File: src/flash_ctl_pkg.sv
package flash_ctl_pkg;

    // flash command codes
    localparam logic [7:0] CMD_PROG_SETUP  = 8'h40;
    localparam logic [7:0] CMD_ERASE_SETUP = 8'h20;
    localparam logic [7:0] CMD_CONFIRM     = 8'hd0;
    localparam logic [7:0] CMD_SUSPEND     = 8'hb0;
    localparam logic [7:0] CMD_CLEAR       = 8'h50;
    localparam logic [7:0] CMD_READ_STATUS = 8'h70;
    localparam logic [7:0] CMD_READ_ARRAY  = 8'hff;

    // register byte offsets
    localparam logic [7:0] OFS_CTRL  = 8'h00;
    localparam logic [7:0] OFS_ADDR  = 8'h04;
    localparam logic [7:0] OFS_WDATA = 8'h08;
    localparam logic [7:0] OFS_STAT  = 8'h0c;
    localparam logic [7:0] OFS_RDATA = 8'h10;

    // control register fields
    localparam int CTRL_OP_LSB     = 0;
    localparam int CTRL_AUTOCLR    = 4;
    localparam int CTRL_RETARRAY   = 5;
    // software status register fields
    localparam int STAT_BUSY       = 0;
    localparam int STAT_DONE       = 1;
    localparam int STAT_FLASH_LSB  = 8;

    // operation status bits of the flash
    localparam int FS_READY        = 7;
    localparam int FS_SUSPENDED    = 6;
    localparam logic [7:0] FS_MASK = 8'hf8;

    // operations
    localparam logic [2:0] OP_READ    = 3'h0;
    localparam logic [2:0] OP_PROGRAM = 3'h1;
    localparam logic [2:0] OP_ERASE   = 3'h2;
    localparam logic [2:0] OP_SUSPEND = 3'h3;
    localparam logic [2:0] OP_RESUME  = 3'h4;
    localparam logic [2:0] OP_CLEAR   = 3'h5;
    localparam logic [2:0] OP_RSTAT   = 3'h6;
    localparam logic [2:0] OP_RARRAY  = 3'h7;

    // reset values
    localparam logic [17:0] RST_ADDR  = 18'h00000;
    localparam logic [15:0] RST_DATA  = 16'h0000;
    localparam logic [7:0]  RST_FSTAT = 8'h00;

    // pin timing
    localparam int CLK_NS      = 5;
    localparam int T_WP_NS     = 50;
    localparam int T_ACC_NS    = 150;
    localparam int T_REC_NS    = 20;
    localparam int SYNC_STAGES = 2;

    function automatic int ns_to_cyc(input int ns);
        return (ns + CLK_NS - 1) / CLK_NS;
    endfunction

    localparam logic [5:0] CYC_WP  = 6'(ns_to_cyc(T_WP_NS));
    localparam logic [5:0] CYC_RD  = 6'(ns_to_cyc(T_ACC_NS) + SYNC_STAGES);
    localparam logic [5:0] CYC_REC = 6'(ns_to_cyc(T_REC_NS));

    typedef enum logic [6:0] {
        S_IDLE  = 7'b0000001,
        S_CMD1  = 7'b0000010,
        S_CMD2  = 7'b0000100,
        S_POLL  = 7'b0001000,
        S_READ  = 7'b0010000,
        S_TAIL  = 7'b0100000,
        S_TAIL2 = 7'b1000000
    } seq_state_t;

    typedef enum logic [3:0] {
        C_IDLE   = 4'b0001,
        C_SETUP  = 4'b0010,
        C_STROBE = 4'b0100,
        C_HOLD   = 4'b1000
    } cyc_state_t;

endpackage

File: src/flash_bus_cycle.sv
`timescale 1ns/10ps
module flash_bus_cycle
    import flash_ctl_pkg::*;
(
    input  wire logic        hclk,
    input  wire logic        hresetn,
    input  wire logic        start,
    input  wire logic        wr,
    input  wire logic [17:0] addr,
    input  wire logic [15:0] wdata,
    output logic             done,
    output logic [15:0]      rdata,
    output logic             flash_ce_n,
    output logic             flash_oe_n,
    output logic             flash_we_n,
    output logic [17:0]      flash_addr,
    output logic [15:0]      flash_dq_o,
    output logic             flash_dq_oe_n,
    input  wire logic [15:0] flash_dq_i
);

    typedef struct packed {
        cyc_state_t  st;
        logic [5:0]  cnt;
        logic        wr;
        logic        ce_n;
        logic        oe_n;
        logic        we_n;
        logic        dq_oe_n;
        logic [17:0] a;
        logic [15:0] dout;
        logic [15:0] rd;
        logic        done;
        logic [15:0] s1;
        logic [15:0] s2;
    } cyc_t;

    localparam cyc_t CYC_RST = '{st: C_IDLE, cnt: 6'h00, wr: 1'b0,
        ce_n: 1'b1, oe_n: 1'b1, we_n: 1'b1, dq_oe_n: 1'b1, a: RST_ADDR,
        dout: RST_DATA, rd: RST_DATA, done: 1'b0, s1: RST_DATA,
        s2: RST_DATA};

    cyc_t q;
    cyc_t d;

    always_comb begin
        d = q;
        d.done = 1'b0;
        d.s1 = flash_dq_i;
        d.s2 = q.s1;
        case (q.st)
            C_IDLE: begin
                if (start) begin
                    d.a = addr;
                    d.dout = wdata;
                    d.wr = wr;
                    d.ce_n = 1'b0;
                    d.dq_oe_n = ~wr;
                    d.st = C_SETUP;
                end
            end
            C_SETUP: begin
                d.we_n = ~q.wr;
                d.oe_n = q.wr;
                d.cnt = q.wr ? CYC_WP : CYC_RD;
                d.st = C_STROBE;
            end
            C_STROBE: begin
                d.cnt = q.cnt - 6'h01;
                if (q.cnt == 6'h01) begin
                    d.we_n = 1'b1;
                    d.oe_n = 1'b1;
                    if (!q.wr) begin
                        d.rd = q.s2;
                    end
                    d.cnt = CYC_REC;
                    d.st = C_HOLD;
                end
            end
            C_HOLD: begin
                d.cnt = q.cnt - 6'h01;
                if (q.cnt == 6'h01) begin
                    d.ce_n = 1'b1;
                    d.dq_oe_n = 1'b1;
                    d.done = 1'b1;
                    d.st = C_IDLE;
                end
            end
            default: begin
                d = CYC_RST;
            end
        endcase
    end

    always_ff @(posedge hclk or negedge hresetn) begin
        if (!hresetn) begin
            q <= CYC_RST;
        end else begin
            q <= d;
        end
    end

    assign done          = q.done;
    assign rdata         = q.rd;
    assign flash_ce_n    = q.ce_n;
    assign flash_oe_n    = q.oe_n;
    assign flash_we_n    = q.we_n;
    assign flash_addr    = q.a;
    assign flash_dq_o    = q.dout;
    assign flash_dq_oe_n = q.dq_oe_n;

endmodule // flash_bus_cycle

File: src/flash_program_erase_status.sv
// Notes on behaviour
// - host masks reserved status bits 2 to 0 when polling
// - host checks ready before trusting error bits
// - program is setup command then a write of address and data
// - after program or erase, read-array command needed before array reads
// - erase is 20h then d0h, block address latched at confirm
// - suspend pauses erase; host polls, then only read, status or resume
// - host resumes after reads; erase then completes
// - host clears status after each program or erase
// - after the last erase the host writes ffh to return to array
//
// The AHB-Lite interface to the registers and the placing of the registers were decided locally.
`timescale 1ns/10ps
module flash_program_erase_status
    import flash_ctl_pkg::*;
(
    input  wire logic        hclk,
    input  wire logic        hresetn,
    input  wire logic        hsel,
    input  wire logic [31:0] haddr,
    input  wire logic [1:0]  htrans,
    input  wire logic        hwrite,
    input  wire logic [2:0]  hsize,
    input  wire logic [31:0] hwdata,
    input  wire logic        hready,
    output logic             hreadyout,
    output logic [31:0]      hrdata,
    output logic             hresp,
    output logic             flash_ce_n,
    output logic             flash_oe_n,
    output logic             flash_we_n,
    output logic [17:0]      flash_addr,
    output logic [15:0]      flash_dq_o,
    output logic             flash_dq_oe_n,
    input  wire logic [15:0] flash_dq_i
);

    typedef struct packed {
        seq_state_t  st;
        logic [2:0]  op;
        logic        autoclr;
        logic        retarray;
        logic [17:0] addr;
        logic [15:0] wdata;
        logic [7:0]  fstat;
        logic [15:0] rdata;
        logic        done;
        logic        pend;
        logic        wr_pend;
        logic [7:0]  wr_ofs;
        logic [31:0] hrdata;
    } ctl_t;

    localparam ctl_t CTL_RST = '{st: S_IDLE, op: OP_READ, autoclr: 1'b0,
        retarray: 1'b0, addr: RST_ADDR, wdata: RST_DATA, fstat: RST_FSTAT,
        rdata: RST_DATA, done: 1'b0, pend: 1'b0, wr_pend: 1'b0,
        wr_ofs: 8'h00, hrdata: 32'h00000000};

    ctl_t        q;
    ctl_t        d;
    logic        cyc_start;
    logic        cyc_wr;
    logic [15:0] cyc_data;
    logic        cyc_done;
    logic [15:0] cyc_rdata;
    logic        busy;

    function automatic logic [7:0] first_code(input logic [2:0] op);
        case (op)
            OP_PROGRAM: first_code = CMD_PROG_SETUP;
            OP_ERASE:   first_code = CMD_ERASE_SETUP;
            OP_SUSPEND: first_code = CMD_SUSPEND;
            OP_RESUME:  first_code = CMD_CONFIRM;
            OP_CLEAR:   first_code = CMD_CLEAR;
            OP_RSTAT:   first_code = CMD_READ_STATUS;
            default:    first_code = CMD_READ_ARRAY;
        endcase
    endfunction

    function automatic logic [31:0] reg_read(input logic [7:0] ofs,
                                             input ctl_t s);
        case (ofs)
            OFS_CTRL:  reg_read = {26'h0, s.retarray, s.autoclr, 1'b0, s.op};
            OFS_ADDR:  reg_read = {14'h0, s.addr};
            OFS_WDATA: reg_read = {16'h0, s.wdata};
            OFS_STAT:  reg_read = {16'h0, s.fstat, 6'h0, s.done,
                                   s.st != S_IDLE};
            OFS_RDATA: reg_read = {16'h0, s.rdata};
            default:   reg_read = 32'h00000000;
        endcase
    endfunction

    assign busy = (q.st != S_IDLE);

    // pin cycle request for the current step
    always_comb begin
        cyc_wr = 1'b1;
        cyc_data = {8'h00, first_code(q.op)};
        case (q.st)
            S_CMD2:  cyc_data = (q.op == OP_PROGRAM) ? q.wdata
                                : {8'h00, CMD_CONFIRM};
            S_POLL:  cyc_wr = 1'b0;
            S_READ:  cyc_wr = 1'b0;
            S_TAIL:  cyc_data = {8'h00, CMD_CLEAR};
            S_TAIL2: cyc_data = {8'h00, CMD_READ_ARRAY};
            default: cyc_wr = 1'b1;
        endcase
    end

    assign cyc_start = busy && !q.pend;

    always_comb begin
        d = q;
        // ahb address phase
        d.wr_pend = 1'b0;
        if (hsel && htrans[1] && hready) begin
            d.wr_pend = hwrite;
            d.wr_ofs = haddr[7:0];
            if (!hwrite) begin
                d.hrdata = reg_read(haddr[7:0], q);
            end
        end
        // ahb data phase; orders are refused while an operation runs
        if (q.wr_pend && !busy) begin
            case (q.wr_ofs)
                OFS_ADDR:  d.addr = hwdata[17:0];
                OFS_WDATA: d.wdata = hwdata[15:0];
                OFS_CTRL: begin
                    d.op = hwdata[CTRL_OP_LSB +: 3];
                    d.autoclr = hwdata[CTRL_AUTOCLR];
                    d.retarray = hwdata[CTRL_RETARRAY];
                    d.done = 1'b0;
                    d.st = (hwdata[CTRL_OP_LSB +: 3] == OP_READ) ? S_READ
                                                                 : S_CMD1;
                end
                default: d.done = q.done;
            endcase
        end
        // sequencer of pin cycles
        if (cyc_start) begin
            d.pend = 1'b1;
        end
        if (cyc_done) begin
            d.pend = 1'b0;
            case (q.st)
                S_CMD1: begin
                    case (q.op)
                        OP_PROGRAM, OP_ERASE: d.st = S_CMD2;
                        OP_SUSPEND:           d.st = S_POLL;
                        OP_RSTAT, OP_RARRAY:  d.st = S_READ;
                        default: begin
                            d.st = S_IDLE;
                            d.done = 1'b1;
                        end
                    endcase
                end
                S_CMD2: d.st = S_POLL;
                S_POLL: begin
                    // each poll is a fresh oe strobe; errors kept once ready
                    if (cyc_rdata[FS_READY]) begin
                        d.fstat = cyc_rdata[7:0] & FS_MASK;
                        d.st = q.autoclr ? S_TAIL
                             : (q.retarray ? S_TAIL2 : S_IDLE);
                        d.done = !(q.autoclr || q.retarray);
                    end
                end
                S_READ: begin
                    d.rdata = cyc_rdata;
                    if (q.op == OP_RSTAT) begin
                        d.fstat = cyc_rdata[7:0] & FS_MASK;
                    end
                    d.st = S_IDLE;
                    d.done = 1'b1;
                end
                S_TAIL: begin
                    d.st = q.retarray ? S_TAIL2 : S_IDLE;
                    d.done = !q.retarray;
                end
                default: begin
                    d.st = S_IDLE;
                    d.done = 1'b1;
                end
            endcase
        end
    end

    always_ff @(posedge hclk or negedge hresetn) begin
        if (!hresetn) begin
            q <= CTL_RST;
        end else begin
            q <= d;
        end
    end

    assign hreadyout = 1'b1;
    assign hresp     = 1'b0;
    assign hrdata    = q.hrdata;

    // chip select returns high between cycles for standby
    flash_bus_cycle u_cycle (
        .hclk          (hclk),
        .hresetn       (hresetn),
        .start         (cyc_start),
        .wr            (cyc_wr),
        .addr          (q.addr),
        .wdata         (cyc_data),
        .done          (cyc_done),
        .rdata         (cyc_rdata),
        .flash_ce_n    (flash_ce_n),
        .flash_oe_n    (flash_oe_n),
        .flash_we_n    (flash_we_n),
        .flash_addr    (flash_addr),
        .flash_dq_o    (flash_dq_o),
        .flash_dq_oe_n (flash_dq_oe_n),
        .flash_dq_i    (flash_dq_i)
    );
endmodule // flash_program_erase_status

File: config.mk
export PLATFORM = sky130hd
export DESIGN_NAME = flash_program_erase_status
export DESIGN_NICKNAME = d
export VERILOG_FILES = /design/src/flash_ctl_pkg.sv /design/src/flash_bus_cycle.sv /design/src/flash_program_erase_status.sv
export SDC_FILE = /design/constraint.sdc
export NUM_CORES = 1
export LEC_CHECK = 0
export BUFFER_PORTS_ARGS = -buffer_cell sky130_fd_sc_hd__buf_2
export CELL_PAD_IN_SITES_DETAIL_PLACEMENT = 1
export CELL_PAD_IN_SITES_GLOBAL_PLACEMENT = 1
export CORE_MARGIN = 1.5
export CORE_UTILIZATION = 44
export DETAILED_ROUTE_END_ITERATION = 7
export PLACE_DENSITY = 0.91
export SETUP_SLACK_MARGIN = 0.02
export SLEW_MARGIN = 20
export SYNTH_ARGS = -nofsm -noshare
export SYNTH_HDL_FRONTEND = slang
export SYNTH_SLANG_ARGS = --single-unit
File: constraint.sdc
create_clock -name hclk -period 2.7 [get_ports hclk]
set_clock_uncertainty 0.15 [all_clocks]
set_input_delay 0 -clock hclk [delete_from_list [all_inputs] [get_ports hclk]]
set_output_delay 0 -clock hclk [all_outputs]
set_load 0.03 [all_outputs]
# After elaboration in Yosys (flattened, before gate mapping)
# Index checks and enable logic that the tools add are counted.
# op_classes
eq_ne	31
n_reduce_logical	34
mux	49
addsub	1
bitwise_logic	6
# op_table
cell	count
$pmux W18 S5	1
$pmux W34 S2	1
$mux W16	4
$mux W32	2
$pmux W16 S3	1
$pmux W8 S6	1
$mux W46	1
$mux W41	1
$mux W35	1
$pmux W16 S2	1
$mux W7	4
$pmux W7 S4	1
$eq A8 B4 Y1 const B	3
$pmux W6 S4	1
$mux W18	1
$eq A8 B3 Y1 const B	2
$logic_not A8 Y1	2
$mux W8	2
$pmux W4 S4	1
$pmux W8 S2	1
$pmux W5 S3	1
$reduce_and A2 Y1	7
$eq A3 B3 Y1 const B	4
$mux W12	1
other kinds (40)	76
# word_totals
word_cells	147
regBits	211
in_bits	90
out_inout_bits	72

# Logic depth before layout (Yosys ltp)
# Gate-level depths: netlist (run 1).
# logic_depth
depth_word	7
mapped_depth	10
mapped_depth_nobuf	8

# Hierarchy
# A second synthesis (run 1) with hierarchy kept.
# unflattened
cells_unflattened	779
area_unflattened_um2	9068.7
# modules_own_cells
mod	area_per_inst_um2	instances	cells_each	seq_area_each_um2
flash_program_erase_status	4840.9	1	428	2403.6
flash_bus_cycle	4227.8	1	351	2458.6

# Worst setup path before layout (run 1)
# Ideal clock, no wire load.
# synth_path
path_type	flip-flop to flip-flop
start	register q[111] (netlist bit)
end	register q[73] (netlist bit)
arrival_ns	2.033
path_stages_with_launch	7
t_required_ns	2.425
path_buffers	2
period_less_slack_ns	2.308
slack_ns	0.392
setup_time_ns	0.125
cell_sequence	dfrtp_1 -> buf_2 -> nor3_1 -> nand4_1 -> nor3b_2 -> buf_4 -> mux2_2
# synth_via
elab_chain_len	4
# synth_rtl
item	line	rtl
start: declaration	flash_program_erase_status.sv:59	ctl_t q;
start signal: assignment	flash_program_erase_status.sv:189	q <= CTL_RST;
start signal: assignment	flash_program_erase_status.sv:191	q <= d;
$ne A7 B1 Y1	flash_program_erase_status.sv:93	assign busy = (q.st != S_IDLE);
$logic_not A1 Y1	flash_program_erase_status.sv:124	if (q.wr_pend && !busy) begin
$logic_and A1 B1 Y1	flash_program_erase_status.sv:124	
$reduce_and A2 Y1 (no line)	-	
# Every way passes these cells.
# A chain may end at the register's enable or synchronous reset.

# Final worst setup path (run 1)
# layout_path
start	input haddr[0]
end	register q (netlist bit hrdata[14])
# layout_via
elab_chain_len	2
word_cells_on_any_way	6
cone_classes	eq/ne: 4; mux: 1; reduce/logical: 1
# layout_rtl
item	line	rtl
start: declaration	flash_program_erase_status.sv:20	input wire logic [31:0] haddr,
$eq A8 B5 Y1, or another cell as far along	flash_program_erase_status.sv:82	case (ofs)
$pmux W18 S5 (*)	flash_program_erase_status.sv:82	
# Mark *: on every way between the ends. The rest lies on a longest branch, timed or not.

==> reports/qor.txt, run 1 <==
pwr/cell area: 572 nW/um^2
area fraction of the dominant cell type after synthesis: 0.546
Least-Margin Pin Slew: 710 ps
Synthesis Warnings: 0
ys flop type: dfrtp_1
Layout fillers: 2078
P_sw: 1.36 mW
initial antenna violation count: 0
final hold vios: 5
worst path required time: 2870 ps
Resized Gates After CTS: 0
wire length of the first global-routing pass: 36.7 mm
final hold slack: -18.8 ps
Initial Utilization: 0.446
Syn Std Cell Area: 8620 sq um
Rows: 51
unrepaired setup endpoints after global routing: no
violated checks: negative hold slack
largest net degree at the start of global routing: 80
CTS buffer count: 17
PortBufs: 103
Worst-path clk slew: 70 ps
crit path launch type: input pin
post-CTS repair timing setup buffer count: 0
H-tree Lvls: 4
number of synthesized flops with an enable pin: 0
crit path cell chain: dlygate4sd3_1 -> buf_2 -> or4_4 -> or3_1 -> nor3b_4 -> buf_4 -> a32o_1 -> a21oi_1 -> o21ai_0
TritonCTS clock tree: done
Pins Over Slew Limit: 0
synth top area cells: dfrtp_1 (55%), mux2_2 (8.4%), buf_4 (6.1%)
Crit path max-delay family: simple AND/OR/NAND/NOR gates
Clock power frac: 0.443
flops & latches, synth: 194
DR vias: 6304
hpwl dp: 15.3 mm
Max VDD drop: 0.000404 V
Switching Share: 0.234
Layout area overhead: 18.0%
Die X: 143 microns
CTS Sinks: 194
CTS Buffer Depth: 2
crit end category: flip-flop
layout cells sized above 1: 0.279
Buf+Inv Stages, Crit Path: 3
vias per inst: 5.52
Setup Crit Path Kind: in -> reg
Worst Path Arrival: 2810 ps
core area: 19300 sq um
number of diodes: 0
WL per Instance: 20.3 microns
vias in the first global route: 6859
nets: 957
most frequent cell after synthesis: dfrtp_1
combinational power share: 0.046
ys async rst share: 1.00
area leader, netlist: dfrtp_1
Max Clock Freq: 379 MHz
register area share after synthesis: 0.564
router iterations before antenna repair: 5
most instantiated cells after synthesis: dfrtp_1 (188), nand2_1 (87), buf_4 (70)
DIE HEIGHT: 143 microns
Static Leakage: 4.82 nW
IO Count: 162
Yosys cell types: 59
die area: 20400 sq um
DR DRC count: 0
Max-slew headroom: 0.523
slowest stage delay, CP: 550 ps
gr ovfl total: 0
global placer's final weighted congestion: 0.875
max_cap viols: 0
fin crit share: 0.976
Critical-path top delay cell: or4_4
Detailed Route WL: 23.1 mm
number of DRC markers in iteration 0: 334
hold crit path type: in -> async
Seq pwr share: 0.512
crit-path max FO: 8
final setup fails: 0
Internal: 4.46 mW
status: finished with violations
clk_lat worst skew: 450 ps
syn_area_per_cell: 11.3 sq um
Overall Global Routing Usage: 0.238
Final min period: 2640 ps
setup TNS: 0 ps
clock root buffer master: clkbuf_16
Synth Instances: 760
DRT antenna net count: 0
-- cell type report --
class | count | area (sq um) | area share
Inverter | 13 | 48.8 | 0.00480
Sequential cell | 194 | 4860 | 0.478
Timing Repair Buffer | 176 | 1230 | 0.121
Clock buffer | 17 | 425 | 0.0418
Tap cell | 265 | 332 | 0.0326
Multi-Input combinational cell | 463 | 3090 | 0.304
Clock inverter | 15 | 171 | 0.0169
-- worst register-to-register path: cells and delay by family (launching register included) --
family          cells  cell delay (ps)
flops               1              600
simple gates        5             1480
compound gates      1              140
-- power by group through the flow --
stage          combinational, mW  sequential [mW]  clock, mW
6_report                   0.266             2.98       2.58
5_1_grt                    0.293             2.98       2.73
4_1_cts                    0.266             2.98       2.61
3_5_place_dp               0.214             3.03          0
3_3_place_gp               0.208             3.03          0
2_1_floorplan              0.111             3.02          0
-- registers in the layout, indices dropped and copies added, names as in the netlist --
signal	count
u_cycle.flash_dq_o	16
u_cycle.flash_addr	18
u_cycle.rdata	16
u_cycle.q	43
q	78
u_cycle.flash_ce_n	1
u_cycle.done	1
hrdata	18
u_cycle.flash_oe_n	1
u_cycle.flash_we_n	1
u_cycle.flash_dq_oe_n	1
-- stage by stage --
step / power (mW) / area [sq um] / utilization / cells / worst slack [ps]
5_1_grt: 6.00 / 10200 / 0.526 / 1143 / 37.6
6_report: 5.82 / 10200 / 0.526 / 1143 / 63.7
2_1_floorplan: 3.14 / 8670 / - / 774 / 392
4_1_cts: 5.85 / 10200 / 0.526 / 1143 / 105
3_5_place_dp: 3.25 / 9120 / 0.472 / 1066 / 270
3_3_place_gp: 3.24 / 9120 / 0.472 / 1066 / 369
-- what timing repair did --
item / in CTS / in global routing
hold endpoints to repair: 236 / 0
endpoints found under the setup margin: 0 / 1
hold buffers: 45 / 0
-- cell usage in the layout (no fill, tap or decap), types with 9 or more instances in the layout --
cell and count:
o21ai_0 47, dlygate4sd3_1 45, conb_1 16, nand2_1 87, nor3_1 12, o21ai_1 9, dfrtp_1 188, and2_1 35
mux2_2 64, nor2_1 23, a21oi_1 20, inv_1 13, buf_2 102, clkbuf_16 17, a22o_1 45, buf_4 24
-- routing by layer --
metal	GRT usage	routed length, microns	vias to the layer above
li1	-	-	2796
met1	0.272	9230	3196
met2	0.421	11900	245
met3	0.0456	1160	67
met4	0.124	826	0
met5	0	0	-
-- path summary, 6_finish.rpt --
kind | endpoint | slack, ps | startpoint | cells after the start
max | hrdata[14] | 60 | haddr[0] | 9
min | q[38] | -20 | hresetn | 2
max reg2reg | q[110] | 270 | q[106] | 6
min reg2reg | u_cycle.q[10] | 300 | u_cycle.q[26] | 1
max in group asynchronous | q[102] | 1590 | hresetn | 3
min in group hclk | q[39] | 50 | hready | 3
-- cells by family (layout without fill, tap and decap cells) --
group                    Yosys count  after routing  synth area share
AO/OA/AOI/OAI                    162            162             0.129
XOR/XNOR                           5              5           0.00508
adder cells (fa/ha/maj)            2              2           0.00290
buffers and inverters            117            221            0.0842
flip-flops                       194            194             0.564
multiplexers                      67             67            0.0871
other                              2             16          0.000871
AND/OR/NAND/NOR                  211            211             0.127
Note: power is estimated with default switching activity, not from simulation.
==> run 2: changes to the inputs <==
--- a/config.mk
+++ b/config.mk
@@ -6,8 +6,10 @@
 export NUM_CORES = 1
 export LEC_CHECK = 0
 export BUFFER_PORTS_ARGS = -buffer_cell sky130_fd_sc_hd__buf_2
+export CAP_MARGIN = 10
 export CELL_PAD_IN_SITES_DETAIL_PLACEMENT = 1
 export CELL_PAD_IN_SITES_GLOBAL_PLACEMENT = 1
+export CORE_ASPECT_RATIO = 1.1
 export CORE_MARGIN = 1.5
 export CORE_UTILIZATION = 44
 export DETAILED_ROUTE_END_ITERATION = 7
==> constraint.sdc (replaced) <==
create_clock -name hclk -period 2.7 [get_ports hclk]
set_clock_uncertainty 0.15 [all_clocks]
set_input_delay 0.81 -clock hclk [delete_from_list [all_inputs] [get_ports hclk]]
set_output_delay 0.81 -clock hclk [all_outputs]
set_load 0.03 [all_outputs]
==> reports/qor.txt, run 2 (synthesis results as in run 1) <==
status: completed
final core occ: 0.512
final hold vios: 0
global placer's final weighted congestion: 0.881
largest net degree at the start of global routing: 74
slowest stage delay, CP: 560 ps
wire length of the first global-routing pass: 36.9 mm
Pins Over Slew Limit: 0
Max Clock Freq: 392 MHz
IO Count: 162
number of diodes: 0
Critical-path top delay cell: or4_4
Top reg by flops: q
Rows: 53
hold crit path type: in -> async
vias per inst: 5.71
DR DRC count: 0
unrepaired setup endpoints after global routing: no
P_sw: 1.34 mW
Non-Filler Instances: 1089
vias in the first global route: 6663
Worst-path clk slew: 70 ps
number of DRC markers in iteration 0: 408
hold-fix buffer count after cts: 0
CTS Sinks: 194
most frequent cells in the layout: dfrtp_1 (188), buf_2 (102), nand2_1 (87), mux2_2 (64), o21ai_0 (47)
Static Leakage: 4.69 nW
gr ovfl total: 0
Max VDD drop: 0.000388 V
max reg flops: 78
combinational power share: 0.039
Overall Global Routing Usage: 0.239
router iterations before antenna repair: 5
Setup Crit Path Kind: in -> reg
final setup fails: 0
WL per Instance: 21.4 microns
Seq pwr share: 0.515
Least-Margin Pin Slew: 803 ps
most common cell after layout, fill and taps aside: dfrtp_1
DIE HEIGHT: 150 microns
CTS Buffer Depth: 2
CTS buffer count: 17
initial antenna violation count: 0
worst path required time: 2900 ps
Die X: 136 microns
clock root buffer master: clkbuf_16
crit-path max FO: 4
die area: 20400 sq um
PortBufs: 103
Tot Pwr: 5.79 mW
TritonCTS clock tree: done
Final min period: 2550 ps
placed cell count: 1057
R2R Setup Slk: 290 ps
max_cap viols: 0
Max-slew headroom: 0.457
clk_lat worst skew: 440 ps
crit end category: flip-flop
Detailed Route WL: 23.3 mm
crit path cell chain: buf_2 -> or4_4 -> or3_4 -> nor3b_4 -> buf_4 -> a32o_1 -> a21oi_1 -> o21ai_0
Initial Utilization: 0.450
H-tree Lvls: 4
hpwl dp: 15.8 mm
nets: 921
Worst Path Arrival: 2760 ps
Clock power frac: 0.446
Layout fillers: 2035
crit path launch type: input pin
fin crit share: 0.946
layout cells sized above 1: 0.303
core area: 19200 sq um
Switching Share: 0.232
Top Registers: q: 78 flops, u_cycle.q: 43 flops
DR vias: 6216
pwr/cell area: 590 nW/um^2
Layout area overhead: 13.8%
Internal: 4.44 mW
DRT antenna net count: 0
setup TNS: 0 ps
run 2: layer usage:
metal  part of all wire  wire length, microns  global-route usage
met5                  0                     0                   0
met4              0.036                   835               0.121
met3              0.054                  1260              0.0393
met2               0.51                 11900               0.414
met1               0.40                  9370               0.287
run 2: timing repair:
| item | CTS | global route |
|---|---|---|
| hold endpoints to repair | 0 | 0 |
| resized for setup | 0 | 2 |
| setup endpoints to repair | 0 | 2 |
| buffers inserted | 0 | 0 |
run 2: final cells by class:
| class | count | area (sq um) | area share |
|---|---|---|---|
| timing repair buffer | 140 | 890 | 0.0907 |
| sequential | 194 | 4860 | 0.496 |
| clock inverter | 13 | 148 | 0.0151 |
| inverter | 13 | 48.8 | 0.00498 |
| multi-input combinational | 463 | 3100 | 0.317 |
| tap | 247 | 309 | 0.0315 |
| clock buffer | 19 | 443 | 0.0452 |
run 2: power by group through the flow:
stage / Sequential, mW / Clock, mW / Combinational (mW)
floorplan: 3.02 / 0 / 0.111
global placement: 3.03 / 0 / 0.219
detailed placement: 3.03 / 0 / 0.229
CTS: 2.98 / 2.61 / 0.231
global route: 2.98 / 2.72 / 0.252
finish: 2.98 / 2.58 / 0.228
run 2: worst max-delay path: cells and delay by family:
kind                   cells  cell delay [ps]
buffers and inverters      2              280
and+or+nand+nor            3             1250
AOI/OAI and AO/OA          3              400
run 2: path summary, 6_finish.rpt:
path | end | depth (start not counted) | startpoint
max in group asynchronous | q[44] | 2 | hresetn
setup reg to reg | q[95] | 5 | q[106]
min in group hclk | u_cycle.q[5] | 1 | u_cycle.q[21]
hold / removal | u_cycle.flash_addr[8] | 1 | hresetn
hold reg to reg | u_cycle.q[5] | 1 | u_cycle.q[21]
setup / recovery | hrdata[14] | 8 | haddr[0]
run 2: per-stage QoR:
step	setup slack, ps	hold WS, ps	instance area, sq um
global placement	-164	286	9200
CTS	72.9	258	9790
floorplan	20.3	278	8670
detailed placement	-297	290	9200
global route	107	282	9800
finish	147	247	9800
